==> config.mk <==
export PLATFORM = sky130hd
export DESIGN_NAME = psi_top
export DESIGN_NICKNAME = d
export VERILOG_FILES = /design/src/design/psi_pkg.sv /design/src/design/psi_event_latch.sv /design/src/design/psi_top.sv
export SDC_FILE = /design/constraint.sdc
export NUM_CORES = 1
export LEC_CHECK = 0
export BUFFER_PORTS_ARGS = -buffer_cell sky130_fd_sc_hd__buf_2
export CORE_ASPECT_RATIO = 1.5
export CORE_UTILIZATION = 47
export CTS_CLUSTER_DIAMETER = 50
export CTS_CLUSTER_SIZE = 8
export DETAILED_ROUTE_END_ITERATION = 8
export HOLD_SLACK_MARGIN = 0.05
export PLACE_DENSITY = 0.8
export SLEW_MARGIN = 20
export SYNTH_ARGS = -nofsm -noshare
export SYNTH_HDL_FRONTEND = slang
export SYNTH_SLANG_ARGS = --single-unit
export TNS_END_PERCENT = 20
==> constraint.sdc <==
create_clock -name clock -period 2.3 [get_ports clock]
set_input_delay 0.345 -clock clock [delete_from_list [all_inputs] [get_ports clock]]
set_output_delay 0.345 -clock clock [all_outputs]
set_load 0.005 [all_outputs]
==> src/design/psi_pkg.sv <==
// Package for the PHY status summary and interrupt control block.
// Assumes one 25 MHz clock and a 32-bit AXI4-Lite register bus.

package psi_pkg;

  // ==========================================================
  // Register indices and byte addresses
  localparam logic [5:0] IDX_SUMMARY = 6'h10;  // Status summary
  localparam logic [5:0] IDX_CONTROL = 6'h11;  // Interrupt control
  localparam logic [5:0] IDX_EVENT   = 6'h12;  // Event status and enables
  localparam int unsigned ADDR_W     = 8;      // Byte address width

  // ==========================================================
  // Status summary fields
  localparam int unsigned SUM_LINK = 0;   // Link mirror
  localparam int unsigned SUM_SPD  = 1;   // One is 10 Mb/s
  localparam int unsigned SUM_DUP  = 2;   // One is full duplex
  localparam int unsigned SUM_ANC  = 4;   // Negotiation complete
  localparam int unsigned SUM_PEND = 7;   // Interrupt pending

  // ==========================================================
  // Interrupt control fields
  localparam int unsigned CTL_W      = 3;             // Implemented bits
  localparam int unsigned CTL_INT_OE = 0;             // Pin is irq output
  localparam int unsigned CTL_EV_EN  = 1;             // Event irq enable
  localparam int unsigned CTL_TEST   = 2;             // Forced test irq
  localparam logic [2:0]  CTL_RESET  = 3'h0;          // Reset value

  // ==========================================================
  // Event register: status in [15:9], enables in [6:0]
  localparam int unsigned EV_COUNT  = 7;
  localparam int unsigned EV_LSB    = 9;
  localparam int unsigned EV_CTR    = 0;  // Counter half full
  localparam int unsigned EV_ANC    = 1;  // Negotiation complete
  localparam int unsigned EV_DUP    = 2;  // Duplex change
  localparam int unsigned EV_SPD    = 3;  // Speed change
  localparam int unsigned EV_LINK   = 4;  // Link change
  localparam int unsigned EV_ENERGY = 5;  // Energy detect change
  localparam int unsigned EV_LQ     = 6;  // Link quality monitor
  localparam logic [6:0]  EN_RESET  = 7'h00;

  // ==========================================================
  // Bus responses and decode results
  localparam logic [1:0] RESP_OKAY   = 2'h0;
  localparam logic [1:0] RESP_SLVERR = 2'h2;
  typedef enum {SEL_NONE, SEL_SUM, SEL_CTL, SEL_EVT} psi_sel_e;

  // ==========================================================
  // AXI4-Lite carriers
  typedef struct packed {
    logic              awvalid;
    logic [ADDR_W-1:0] awaddr;
    logic              wvalid;
    logic [31:0]       wdata;
    logic [3:0]        wstrb;
    logic              bready;
    logic              arvalid;
    logic [ADDR_W-1:0] araddr;
    logic              rready;
  } psi_axil_req_s;

  typedef struct packed {
    logic        awready;
    logic        wready;
    logic        bvalid;
    logic [1:0]  bresp;
    logic        arready;
    logic        rvalid;
    logic [31:0] rdata;
    logic [1:0]  rresp;
  } psi_axil_rsp_s;

endpackage

==> src/design/psi_event_latch.sv <==
// Sticky event status bits, cleared by a read of their register.
// Assumes event pulses and the clear strobe come from the same clock.
`timescale 1ns/100ps
`default_nettype none

module psi_event_latch #(
  parameter int unsigned N = 7
) (
  // Clock and reset
  input  wire logic         clock,
  input  wire logic         rst,
  // Event pulses and read clear
  input  wire logic [N-1:0] ev,
  input  wire logic         clr,
  // Latched status
  output var  logic [N-1:0] status_r
);

  // ==========================================================
  // One flop per event
  genvar i;
  generate
    for (i = 0; i < N; i++)
    begin : g_bit
      // Set beats clear so an event during the read is kept
      always_ff @(posedge clock or posedge rst)
      begin
        if (rst)
          status_r[i] <= 1'b0;
        else if (ev[i])
          status_r[i] <= 1'b1;  // [RQ12]
        else if (clr)
          status_r[i] <= 1'b0;  // [RQ12]
      end
    end
  endgenerate
endmodule // psi_event_latch

`default_nettype wire

==> src/design/psi_top.sv <==
// PHY status summary and interrupt control, AXI4-Lite slave.
// Assumes line status and event pulses come from logic on this clock;
// only the shared pin input is asynchronous.
//
// Functional notes
// [RQ1] Summary bit 2 shows full duplex
// [RQ2] Summary bit 1 shows 10 Mb/s speed
// [RQ3] Software trusts speed/duplex only with link
// [RQ4] Summary bit 0 mirrors link, read keeps it
// [RQ5] Link bit one when link at 10/100
// [RQ6] Control bits 15:3 ignore writes, read zero
// [RQ7] Test bit forces interrupt until cleared
// [RQ8] Global enable gates all event interrupts
// [RQ9] Control bit 0 selects pin role
// [RQ10] Seven event sources feed the interrupt
// [RQ11] Software sets per-event enables plus global enable
// [RQ12] Events latch always; register read clears them
// [RQ13] Summary bit 7 pending; event read clears
// [RQ14] Pin driven low while interrupt pending
`timescale 1ns/100ps
`default_nettype none

module psi_top
  import psi_pkg::*;
#(
  parameter int unsigned NUM_EV = EV_COUNT
) (
  // Clock and reset
  input  wire logic          clock,
  input  wire logic          rst,
  // Register bus
  input  wire psi_axil_req_s axil_req,
  output var  psi_axil_rsp_s axil_rsp,
  // Resolved line status
  input  wire logic          link_up,
  input  wire logic          duplex_full,
  input  wire logic          speed_10,
  input  wire logic          an_complete,
  // Event pulses from monitors
  input  wire logic          lq_evt,
  input  wire logic          energy_evt,
  input  wire logic          ctr_half_evt,
  // Shared power-down or interrupt pin
  input  wire logic          pin_i,
  output var  logic          pin_o,
  output var  logic          pin_oe,
  // Interrupt and power-down request
  output var  logic          irq,
  output var  logic          powerdown
);

  // ==========================================================
  // Address decode, used for both reads and writes
  function automatic psi_sel_e reg_sel(input logic [ADDR_W-1:0] a);
    case (a[ADDR_W-1:2])
      IDX_SUMMARY: reg_sel = SEL_SUM;
      IDX_CONTROL: reg_sel = SEL_CTL;
      IDX_EVENT:   reg_sel = SEL_EVT;
      default:     reg_sel = SEL_NONE;
    endcase
  endfunction

  // ==========================================================
  // Declarations
  logic [CTL_W-1:0]  ctrl_r;       // Control bits
  logic [NUM_EV-1:0] en_r;         // Per-event enables
  logic [NUM_EV-1:0] ev_status;    // Latched events
  logic [NUM_EV-1:0] ev;           // Event pulses this cycle
  logic              link_q;       // Previous line status
  logic              spd_q;
  logic              dup_q;
  logic              anc_q;
  logic              pin_s1_r;     // Pin synchroniser
  logic              pin_s2_r;
  logic              pending;      // Interrupt pending
  logic              evt_clr;      // Read of event register
  logic              aw_full_r;    // Write address held
  logic              w_full_r;     // Write data held
  logic [ADDR_W-1:0] awaddr_r;
  logic [31:0]       wdata_r;
  logic [3:0]        wstrb_r;
  logic              awready_r;
  logic              wready_r;
  logic              bvalid_r;
  logic [1:0]        bresp_r;
  logic              arready_r;
  logic              rvalid_r;
  logic [31:0]       rdata_r;
  logic [1:0]        rresp_r;
  logic              ar_hs;        // Read address taken
  logic              wr_go;        // Write performed
  psi_sel_e          wsel;
  psi_sel_e          rsel;
  logic [31:0]       rd_mux;

  assign ar_hs   = axil_req.arvalid & arready_r;
  assign wr_go   = aw_full_r & w_full_r & ~bvalid_r;
  assign wsel    = reg_sel(awaddr_r);
  assign rsel    = reg_sel(axil_req.araddr);
  assign evt_clr = ar_hs & (rsel == SEL_EVT);  // [RQ12] [RQ13]

  // ==========================================================
  // Event sources
  // Edge detect on resolved status, seen one cycle after change
  always_ff @(posedge clock or posedge rst)
  begin
    if (rst)
    begin
      link_q <= 1'b0;
      spd_q  <= 1'b0;
      dup_q  <= 1'b0;
      anc_q  <= 1'b0;
    end
    else
    begin
      link_q <= link_up;
      spd_q  <= speed_10;
      dup_q  <= duplex_full;
      anc_q  <= an_complete;
    end
  end

  // Seven sources in event-register order
  always_comb
  begin
    ev            = '0;
    ev[EV_CTR]    = ctr_half_evt;               // [RQ10]
    ev[EV_ANC]    = an_complete & ~anc_q;       // [RQ10]
    ev[EV_DUP]    = duplex_full ^ dup_q;        // [RQ10]
    ev[EV_SPD]    = speed_10 ^ spd_q;           // [RQ10]
    ev[EV_LINK]   = link_up ^ link_q;           // [RQ10]
    ev[EV_ENERGY] = energy_evt;                 // [RQ10]
    ev[EV_LQ]     = lq_evt;                     // [RQ10]
  end

  // Sticky status, latched even when disabled
  psi_event_latch #(
    .N        (NUM_EV)
  ) u_latch (
    .clock    (clock),
    .rst      (rst),
    .ev       (ev),
    .clr      (evt_clr),
    .status_r (ev_status)
  );

  // ==========================================================
  // Interrupt decision
  // Test bit bypasses the global enable on purpose
  assign pending = ctrl_r[CTL_TEST]                                    // [RQ7]
                 | (ctrl_r[CTL_EV_EN] & (|(ev_status & en_r)));        // [RQ8]

  // Registered outputs; pin drive only in output role
  always_ff @(posedge clock or posedge rst)
  begin
    if (rst)
    begin
      irq    <= 1'b0;
      pin_oe <= 1'b0;
    end
    else
    begin
      irq    <= pending;                          // [RQ7] [RQ8]
      pin_oe <= ctrl_r[CTL_INT_OE] & pending;     // [RQ9] [RQ14]
    end
  end

  // Open-drain style: only ever pulls low
  always_ff @(posedge clock or posedge rst)
  begin
    if (rst)
      pin_o <= 1'b0;
    else
      pin_o <= 1'b0;  // [RQ14]
  end

  // ==========================================================
  // Power-down input path
  // Two flops before use; pin idles high when released
  always_ff @(posedge clock or posedge rst)
  begin
    if (rst)
    begin
      pin_s1_r <= 1'b1;
      pin_s2_r <= 1'b1;
    end
    else
    begin
      pin_s1_r <= pin_i;
      pin_s2_r <= pin_s1_r;
    end
  end

  // Low pin requests power-down only in input role
  always_ff @(posedge clock or posedge rst)
  begin
    if (rst)
      powerdown <= 1'b0;
    else
      powerdown <= ~ctrl_r[CTL_INT_OE] & ~pin_s2_r;  // [RQ9]
  end

  // ==========================================================
  // Write channel: address and data taken in either order
  always_ff @(posedge clock or posedge rst)
  begin
    if (rst)
    begin
      aw_full_r <= 1'b0;
      awready_r <= 1'b1;
      awaddr_r  <= '0;
    end
    else if (axil_req.awvalid && awready_r)
    begin
      aw_full_r <= 1'b1;
      awready_r <= 1'b0;
      awaddr_r  <= axil_req.awaddr;
    end
    else if (wr_go)
      aw_full_r <= 1'b0;
    else if (bvalid_r && axil_req.bready)
      awready_r <= 1'b1;  // One write at a time
  end

  always_ff @(posedge clock or posedge rst)
  begin
    if (rst)
    begin
      w_full_r <= 1'b0;
      wready_r <= 1'b1;
      wdata_r  <= '0;
      wstrb_r  <= '0;
    end
    else if (axil_req.wvalid && wready_r)
    begin
      w_full_r <= 1'b1;
      wready_r <= 1'b0;
      wdata_r  <= axil_req.wdata;
      wstrb_r  <= axil_req.wstrb;
    end
    else if (wr_go)
      w_full_r <= 1'b0;
    else if (bvalid_r && axil_req.bready)
      wready_r <= 1'b1;
  end

  // Write response; unmapped gets an error
  always_ff @(posedge clock or posedge rst)
  begin
    if (rst)
    begin
      bvalid_r <= 1'b0;
      bresp_r  <= RESP_OKAY;
    end
    else if (wr_go)
    begin
      bvalid_r <= 1'b1;
      bresp_r  <= (wsel == SEL_NONE) ? RESP_SLVERR : RESP_OKAY;
    end
    else if (bvalid_r && axil_req.bready)
      bvalid_r <= 1'b0;
  end

  // Control and enable bits; only the low byte lane holds them
  always_ff @(posedge clock or posedge rst)
  begin
    if (rst)
    begin
      ctrl_r <= CTL_RESET;
      en_r   <= EN_RESET;
    end
    else if (wr_go && wstrb_r[0])
    begin
      if (wsel == SEL_CTL)
        ctrl_r <= wdata_r[CTL_W-1:0];  // [RQ6] upper bits dropped
      else if (wsel == SEL_EVT)
        en_r <= wdata_r[NUM_EV-1:0];   // Status bits are read-only
    end
  end

  // ==========================================================
  // Read channel
  always_comb
  begin
    rd_mux = '0;
    case (rsel)
      SEL_SUM:
      begin
        rd_mux[SUM_LINK] = link_up;       // [RQ4] [RQ5]
        rd_mux[SUM_SPD]  = speed_10;      // [RQ2]
        rd_mux[SUM_DUP]  = duplex_full;   // [RQ1]
        rd_mux[SUM_ANC]  = an_complete;
        rd_mux[SUM_PEND] = pending;       // [RQ13]
      end
      SEL_CTL: rd_mux[CTL_W-1:0] = ctrl_r;  // [RQ6]
      SEL_EVT:
      begin
        rd_mux[EV_LSB +: NUM_EV] = ev_status;
        rd_mux[NUM_EV-1:0]       = en_r;
      end
      default: rd_mux = '0;
    endcase
  end

  // Data captured at the address edge, with the clear
  always_ff @(posedge clock or posedge rst)
  begin
    if (rst)
    begin
      arready_r <= 1'b1;
      rvalid_r  <= 1'b0;
      rdata_r   <= '0;
      rresp_r   <= RESP_OKAY;
    end
    else if (ar_hs)
    begin
      arready_r <= 1'b0;
      rvalid_r  <= 1'b1;
      rdata_r   <= rd_mux;
      rresp_r   <= (rsel == SEL_NONE) ? RESP_SLVERR : RESP_OKAY;
    end
    else if (rvalid_r && axil_req.rready)
    begin
      arready_r <= 1'b1;
      rvalid_r  <= 1'b0;
    end
  end

  assign axil_rsp = '{awready: awready_r, wready: wready_r, bvalid: bvalid_r,
                      bresp: bresp_r, arready: arready_r, rvalid: rvalid_r,
                      rdata: rdata_r, rresp: rresp_r};
endmodule // psi_top

`default_nettype wire

Yosys cells after proc, flatten, opt, wreduce, memory -nomap -nowiden
Cells that the tools add are included.

Bits in registers: 68. Output and inout bits: 45. Word-level logic and storage cells: 119.

Eq/ne operators: 14. Muxes and demuxes: 31. Bitwise gates (word level): 18. Reduce and logical (&&, ||, !) cells: 25.

Operator list (count): == test 32 x 3 -> 1 bit, second input constant (3); == test 32 x 2 -> 1 bit, second input constant (2); logical NOT 32 bit (2); == test 6 x 5 -> 1 bit, second input constant (6); == test 32 x 1 -> 1 bit, second input constant (1); nonzero test 2 bit (13); two-way mux 1 bit (23); one-hot mux 2 bit (3 select lines) (2); one-hot mux 3 bit (3 select lines) (1); bitwise AND 1 bit (8); bitwise AND 7 bit (1); two-way mux 7 bit (1); OR reduction 7 bit (1); two-way mux 2 bit (3); AND reduction 2 bit (3); logical AND 1 bit (5); NOT 1 bit (5); inequality test 2 x 1 -> 1 bit, second input constant (2); AND reduction 3 bit (1); XOR 1 bit (3); one-hot mux 1 bit (2 select lines) (1); bitwise OR 1 bit (1).

Longest topological paths before layout
Gate-level depths: netlist of run 1.

Word-level depth: 6. Depth in mapped cells: 5. Gate-level depth less buffers: 3.

Hierarchy
Synthesis of run 1 repeated with hierarchy kept, for this count alone.

Cells, all modules: 204. Area, all modules: 2687.6 um^2.

By module, submodules not included: psi_top (instances 1, cells each 188, area an instance 2452.4 um^2, seq. area each 1432.6 um^2); psi_event_latch (instances 1, cells each 16, area an instance 235.2 um^2, seq. area each 175.2 um^2).

Least setup slack after synthesis of run 1
Ideal clock, no wire load.

Path kind: input to register. From: in axil_req[8] (netlist bit). To: reg u_latch.status_r[0]. Setup time: 118 ps. Arrival: 1544 ps. Path slack: 638 ps. Stages on the path: 4. Cell sequence: or4b_4 > or3_1 > buf_6 > a21o_1.

Longest elaborated chain between the ends: 5. Elaborated cells on any way between the ends: 7.

Ends and longest elaborated chain: start: declaration (RTL line psi_top.sv:32) `input wire psi_axil_req_s axil_req,`; == test 6 x 5 -> 1 bit (RTL line psi_top.sv:55) `case (a[ADDR_W-1:2])`; one-hot mux 2 bit (3 select lines) (*) (RTL line psi_top.sv:55); == test 32 x 3 -> 1 bit (*) (RTL line psi_top.sv:100) `assign evt_clr = ar_hs & (rsel == SEL_EVT);`; bitwise AND 1 bit (*) (RTL line psi_top.sv:100); nonzero test 2 bit (no source line) (*); end signal: indexed assignment (RTL line psi_event_latch.sv:29) `status_r[i] <= 1'b0;`; end signal: indexed assignment (RTL line psi_event_latch.sv:31) `status_r[i] <= 1'b1;`; end signal: indexed assignment (RTL line psi_event_latch.sv:33) `status_r[i] <= 1'b0;`; end: declaration (RTL line psi_event_latch.sv:16) `output var logic [N-1:0] status_r`.

Every way passes the cells marked *; elsewhere a longest branch is shown, timed or not. A chain may end at the register's enable or synchronous reset.

Worst setup path after layout of run 1
From: reg awaddr_r[4]. To: reg en_r[1].

Longest elaborated chain between the ends: 5. Elaborated cells on any way between the ends: 8.

Ends and longest elaborated chain: start: declaration (RTL line psi_top.sv:79) `logic [ADDR_W-1:0] awaddr_r;`; start signal: assignment (RTL line psi_top.sv:217) `awaddr_r <= axil_req.awaddr;`; == test 6 x 5 -> 1 bit (RTL line psi_top.sv:55); one-hot mux 2 bit (3 select lines) (*) (RTL line psi_top.sv:55); == test 32 x 3 -> 1 bit (RTL line psi_top.sv:274) `if (wsel == SEL_CTL)`; NOT 1 bit (no source line); AND reduction 3 bit (no source line) (*); end signal: assignment (RTL line psi_top.sv:277) `en_r <= wdata_r[NUM_EV-1:0];`; end: declaration (RTL line psi_top.sv:66) `logic [NUM_EV-1:0] en_r;`.

Marks and branches as above.

==> qor.csv, run 1 <==
metric;value;unit
nets;332;
power.density;1010;nW/um2
vias_per_cell;4.99;
grt_pass1_vias;1731;
insertion_delay;0.33;ns
reg2regPathDepth;4;
antenna-diode-count;0;
power.internal;2460;uW
cts_buffers;9;
vias;1697;
max-clock-path-buffers;2;
grt_pass1_wl;7880;um
swShare;24.1;%
crit_type;register to register;
synth_top_family_by_area;multiplexers;
tightest_slew;0.623;ns
path_clk_slew;0.07;ns
arrival;1.91;ns
ys_seq_area_share;60.2;%
start_util;49.0;%
wire_per_inst;13.7;um
synth_edf_count;0;
dr.first_iter.drc_count;31;
yosys-top-cells-area;dfrtp_1, mux2_2, buf_4, dfstp_2, a22o_1;
tritoncts;done;
synth_top_area_share;55.3;%
switchingPower;782;uW
synthToLayoutAreaGrowth;20.7;%
die_x;63.5;um
yosysTopAreaCell;dfrtp_1;
overflow;0;
grt_max_degree;43;
worst_hold_path_type;input port to register;
cp-start-kind;register;
die_h;94.3;um
cts_num_sinks;64;
io_pins;112;
synth_compound_area_share;11.0;%
critPathCaptureType;register;
period_share;73.6;%
drt_wl_total;4640;um
grt_usage;17.6;%
yosys.area_share.simple;6.23;%
cts_resized;0;
synth-seq-cells;64;
power.leakage;0.00160;uW
finalSetupViolations;0;
dieArea;5990;um2
port_buffers;59;
max_slew_margin;58.4;%
synthAdderAreaFrac;0;%
mostFrequentLayoutCells;dfrtp_1, buf_2, mux2_2;
ir_drop;0.708;mV
antenna_found_initial;0;
hold_viol;0;
skew;0.00549;ns
synthesis.area;2670;um2
multi_input_area;892;um2
core;5450;um2
p_comb_share;14.7;%
drive_above_1_share;40.4;%
regArea;1610;um2
drc_errors;0;
synth.distinct_cells;36;
required;2.52;ns
ant_nets;0;
cts_root_buf;clkbuf_8;
gp_congestion;0.758;
min_period;1.69;ns
hold_buffers;1;
outcome;completed;
p_clk_share;39.0;%
dr.pass1.iters;4;
seq_power_share;46.2;%
fill_cells;453;
fp-row-count;33;
cts_setup_buffers;0;
maxSlewViolCount;0;
htreeDepth;3;
dp_hpwl;3440;um
holdPathStages;1;
synth.area.mux_share;12.4;%
fin_tns_setup;0;ns
rsz0062_at_grt;false;
path_max_fanout;7;
dominantRegCellSynth;dfrtp_1;
yosys.area_share.xor_xnor;0.984;%
synth_cells;202;
cap_violations;0;
async_flop_share;100;%
hold_slack;0.103;ns
fmax;591;MHz
synth_warnings;0;
avgSynthCellArea;13.2;um2
## layer usage
metal	wire length (um)	vias to the layer above	global-route usage, %
met3	271	9	5.70
met2	2500	57	32.3
li1	-	808	-
met5	0	-	0
met4	80	0	7.39
met1	1790	823	18.2
## synth_stat cells (2+ instances only)
master / number
nand4_1: 2
buf_4: 25
nor2_1: 3
inv_1: 7
dfstp_2: 5
o21ai_0: 6
a22o_1: 13
a21o_1: 7
mux2i_1: 6
nand2_1: 10
nor2b_1: 3
clkbuf_1: 3
xor2_1: 3
a22oi_1: 2
dfrtp_1: 59
nor4b_1: 2
o2bb2ai_1: 4
mux2_2: 24
## power by group through the flow
stage | Combinational, uW | Sequential, uW | Clock [uW]
global route | 536 | 1530 | 1340
floorplan | 393 | 1480 | 0
global placement | 462 | 1510 | 0
CTS | 490 | 1500 | 1290
detailed placement | 482 | 1520 | 0
finish | 477 | 1500 | 1270
## metrics by stage
stage	std cells	cell area [um2]	util (%)	power, uW	setup slack (ns)
2_1_floorplan	221	2740	-	1870	0.365
3_3_place_gp	323	2940	54.0	1970	0.462
3_5_place_dp	323	2940	54.0	2000	0.461
4_1_cts	340	3220	59.1	3280	0.548
5_1_grt	340	3220	59.1	3410	0.492
6_report	340	3220	59.1	3240	0.608
## sequential cells by signal (all words and copies together) (netlist names), 3 cells and up
| name | flops |
|---|---|
| ctrl_r | 3 |
| awaddr_r | 6 |
| rdata_r | 15 |
| en_r | 7 |
| wdata_r | 7 |
| u_latch.status_r | 7 |
## final timing paths
kind | endpoint | start | slack (ns)
min in group asynchronous | rdata_r[6] | rst | 0.58
setup / recovery | en_r[1] | awaddr_r[4] | 0.61
hold / removal | pin_s1_r | pin_i | 0.10
hold reg to reg | pin_s2_r | pin_s1_r | 0.36
setup reg to reg | en_r[1] | awaddr_r[4] | 0.61
max in group asynchronous | arready_r | rst | 1.08
## critical path: stages, from the launching register on
cell and delay [ns]:
dfrtp_1 0.38, nor4b_1 0.31, buf_4 0.17, nand4_1 0.32, mux2_2 0.39
## cell type report
class | count | area share, %
well taps | 70 | 2.72
inverters | 7 | 0.816
clock buffers | 9 | 3.84
repair buffers | 63 | 10.6
multi-input cells | 120 | 27.7
clock inverters | 7 | 4.47
flip-flops and latches | 64 | 49.9
## cells by family after synthesis
| family | Yosys count |
|---|---|
| xor gates and xnor gates | 3 |
| AOI/OAI and AO/OA | 38 |
| and+or+nand+nor | 29 |
| buffers and inverters | 37 |
| muxes | 30 |
| other | 1 |
| DFF | 64 |
Note: power is estimated with default switching activity, not from simulation.
==> run 2: changes to the inputs <==
CORE_UTILIZATION = 43   (was 47)
PLACE_DENSITY = 0.77   (was 0.8)
clock period = 1.4 ns   (was 2.3 ns; I/O delays follow)
==> run 2 against run 1 <==
The flow now finishes with violations (negative setup slack). Final cell count grew 7.4%. Clock power grew 43%. Critical path depth up 1. Highest routed layer unchanged.
==> qor.csv, run 2 (synthesis gave the netlist of run 1 again) <==
metric;value;unit
fp-row-count;34;
core;5910;um2
start_util;45.2;%
seq_power_share;47.4;%
io_pins;112;
cp-start-kind;register;
power.internal;3920;uW
cap_violations;0;
dr.first_iter.drc_count;33;
drc_errors;0;
grt_usage;17.4;%
vias;1808;
fin_tns_setup;-0.523;ns
vias_per_cell;4.95;
crit_type;register to register;
fin_util;58.0;%
worst_hold_path_type;input port to register;
power.density;1520;nW/um2
grt_max_degree;32;
wl_met1;1980;um
wl_met2;2830;um
drt_wl_total;5170;um
gp_congestion;0.775;
power;5210;uW
period_share;106;%
ir_drop;1.32;mV
die_h;98.5;um
die_x;66.3;um
finalNonFillerCells;365;
p_comb_share;17.7;%
antenna-diode-count;0;
fmax;672;MHz
path_clk_slew;0.07;ns
hold_slack;0.0681;ns
nets;355;
arrival;1.71;ns
violations;negative setup slack;
critPathCaptureType;register;
largest_reg_flops;15;
dp_hpwl;3690;um
overflow;0;
finalSetupViolations;9;
insertion_delay;0.34;ns
largest-register;rdata_r;
dp.cells;338;
power.leakage;0.00170;uW
skew;0.00645;ns
max-clock-path-buffers;2;
highest_layer;met4;
switchingPower;1280;uW
tritoncts;done;
dieArea;6540;um2
maxSlewViolCount;0;
cts_num_sinks;64;
synthToLayoutAreaGrowth;28.5;%
cts_buffers;9;
drive_above_1_share;43.3;%
cts_root_buf;clkbuf_8;
dr.pass1.iters;4;
swShare;24.6;%
outcome;finished with violations;
antenna_found_initial;0;
wire_per_inst;14.2;um
path_max_fanout;7;
required;1.62;ns
min_period;1.49;ns
grt_pass1_wl;8430;um
ant_nets;0;
grt_pass1_vias;1845;
wl_met3;236;um
fin_ws;-0.0879;ns
htreeDepth;3;
hold_viol;0;
port_buffers;59;
mostFrequentLayoutCells;dfrtp_1, buf_2, mux2_2;
p_clk_share;34.9;%
rsz0062_at_grt;true;
run 2: area by class of cell:
class / instances / area [um2]
Clock inverter: 2 / 60.1
Fill cell: 481 / 2480
Sequential cell: 64 / 1610
Tap cell: 72 / 90.1
Multi-Input combinational cell: 120 / 928
Timing Repair Buffer: 86 / 543
Clock buffer: 14 / 173
Inverter: 7 / 30.0
run 2: final timing paths:
check,startpoint,endpoint,slack [ns],cells after the start
worst max-delay path,awaddr_r[5],en_r[1],-0.09,5
worst min-delay path,axil_req[0],rvalid_r,0.07,2
worst max register to register,awaddr_r[5],en_r[1],-0.09,5
worst min register to register,pin_s1_r,pin_s2_r,0.36,0
max in group asynchronous,rst,arready_r,0.41,4
min in group asynchronous,rst,aw_full_r,0.44,3
run 2: worst max-delay path: stages (launching register included):
cell and delay, ns:
dfrtp_1 0.40, nor4b_2 0.25, buf_4 0.16, nand4_1 0.12
buf_6 0.17, mux2_2 0.27
run 2: routing by layer:
layer / vias to the layer above / track usage (%)
li1: 849 / -
met1: 888 / 19.0
met2: 59 / 30.5
met3: 12 / 4.17
met4: 0 / 8.67
met5: - / 0
run 2: timing repair:
item / in CTS / in global routing
hold buffers: 9 / 1
setup endpoints to repair: 17 / 25
hold endpoints to repair: 23 / 1
resized for setup: 4 / 5
setup buffers: 0 / 1
pin swaps: 1 / 0
cloned: 0 / 0
run 2: per-stage QoR:
stage / setup slack (ns) / instance area [um2]
2_1_floorplan: -0.170 / 2750
3_3_place_gp: -0.256 / 3050
3_5_place_dp: -0.290 / 3050
4_1_cts: -0.0781 / 3390
5_1_grt: -0.160 / 3430
6_report: -0.0879 / 3430
run 2: power by group through the flow:
stage | registers, uW | logic (uW) | clock network (uW)
after floorplan | 2430 | 646 | 0
after global placement | 2460 | 835 | 0
after detailed placement | 2480 | 870 | 0
after CTS | 2460 | 900 | 1850
after global routing | 2520 | 1010 | 1920
final | 2470 | 924 | 1820
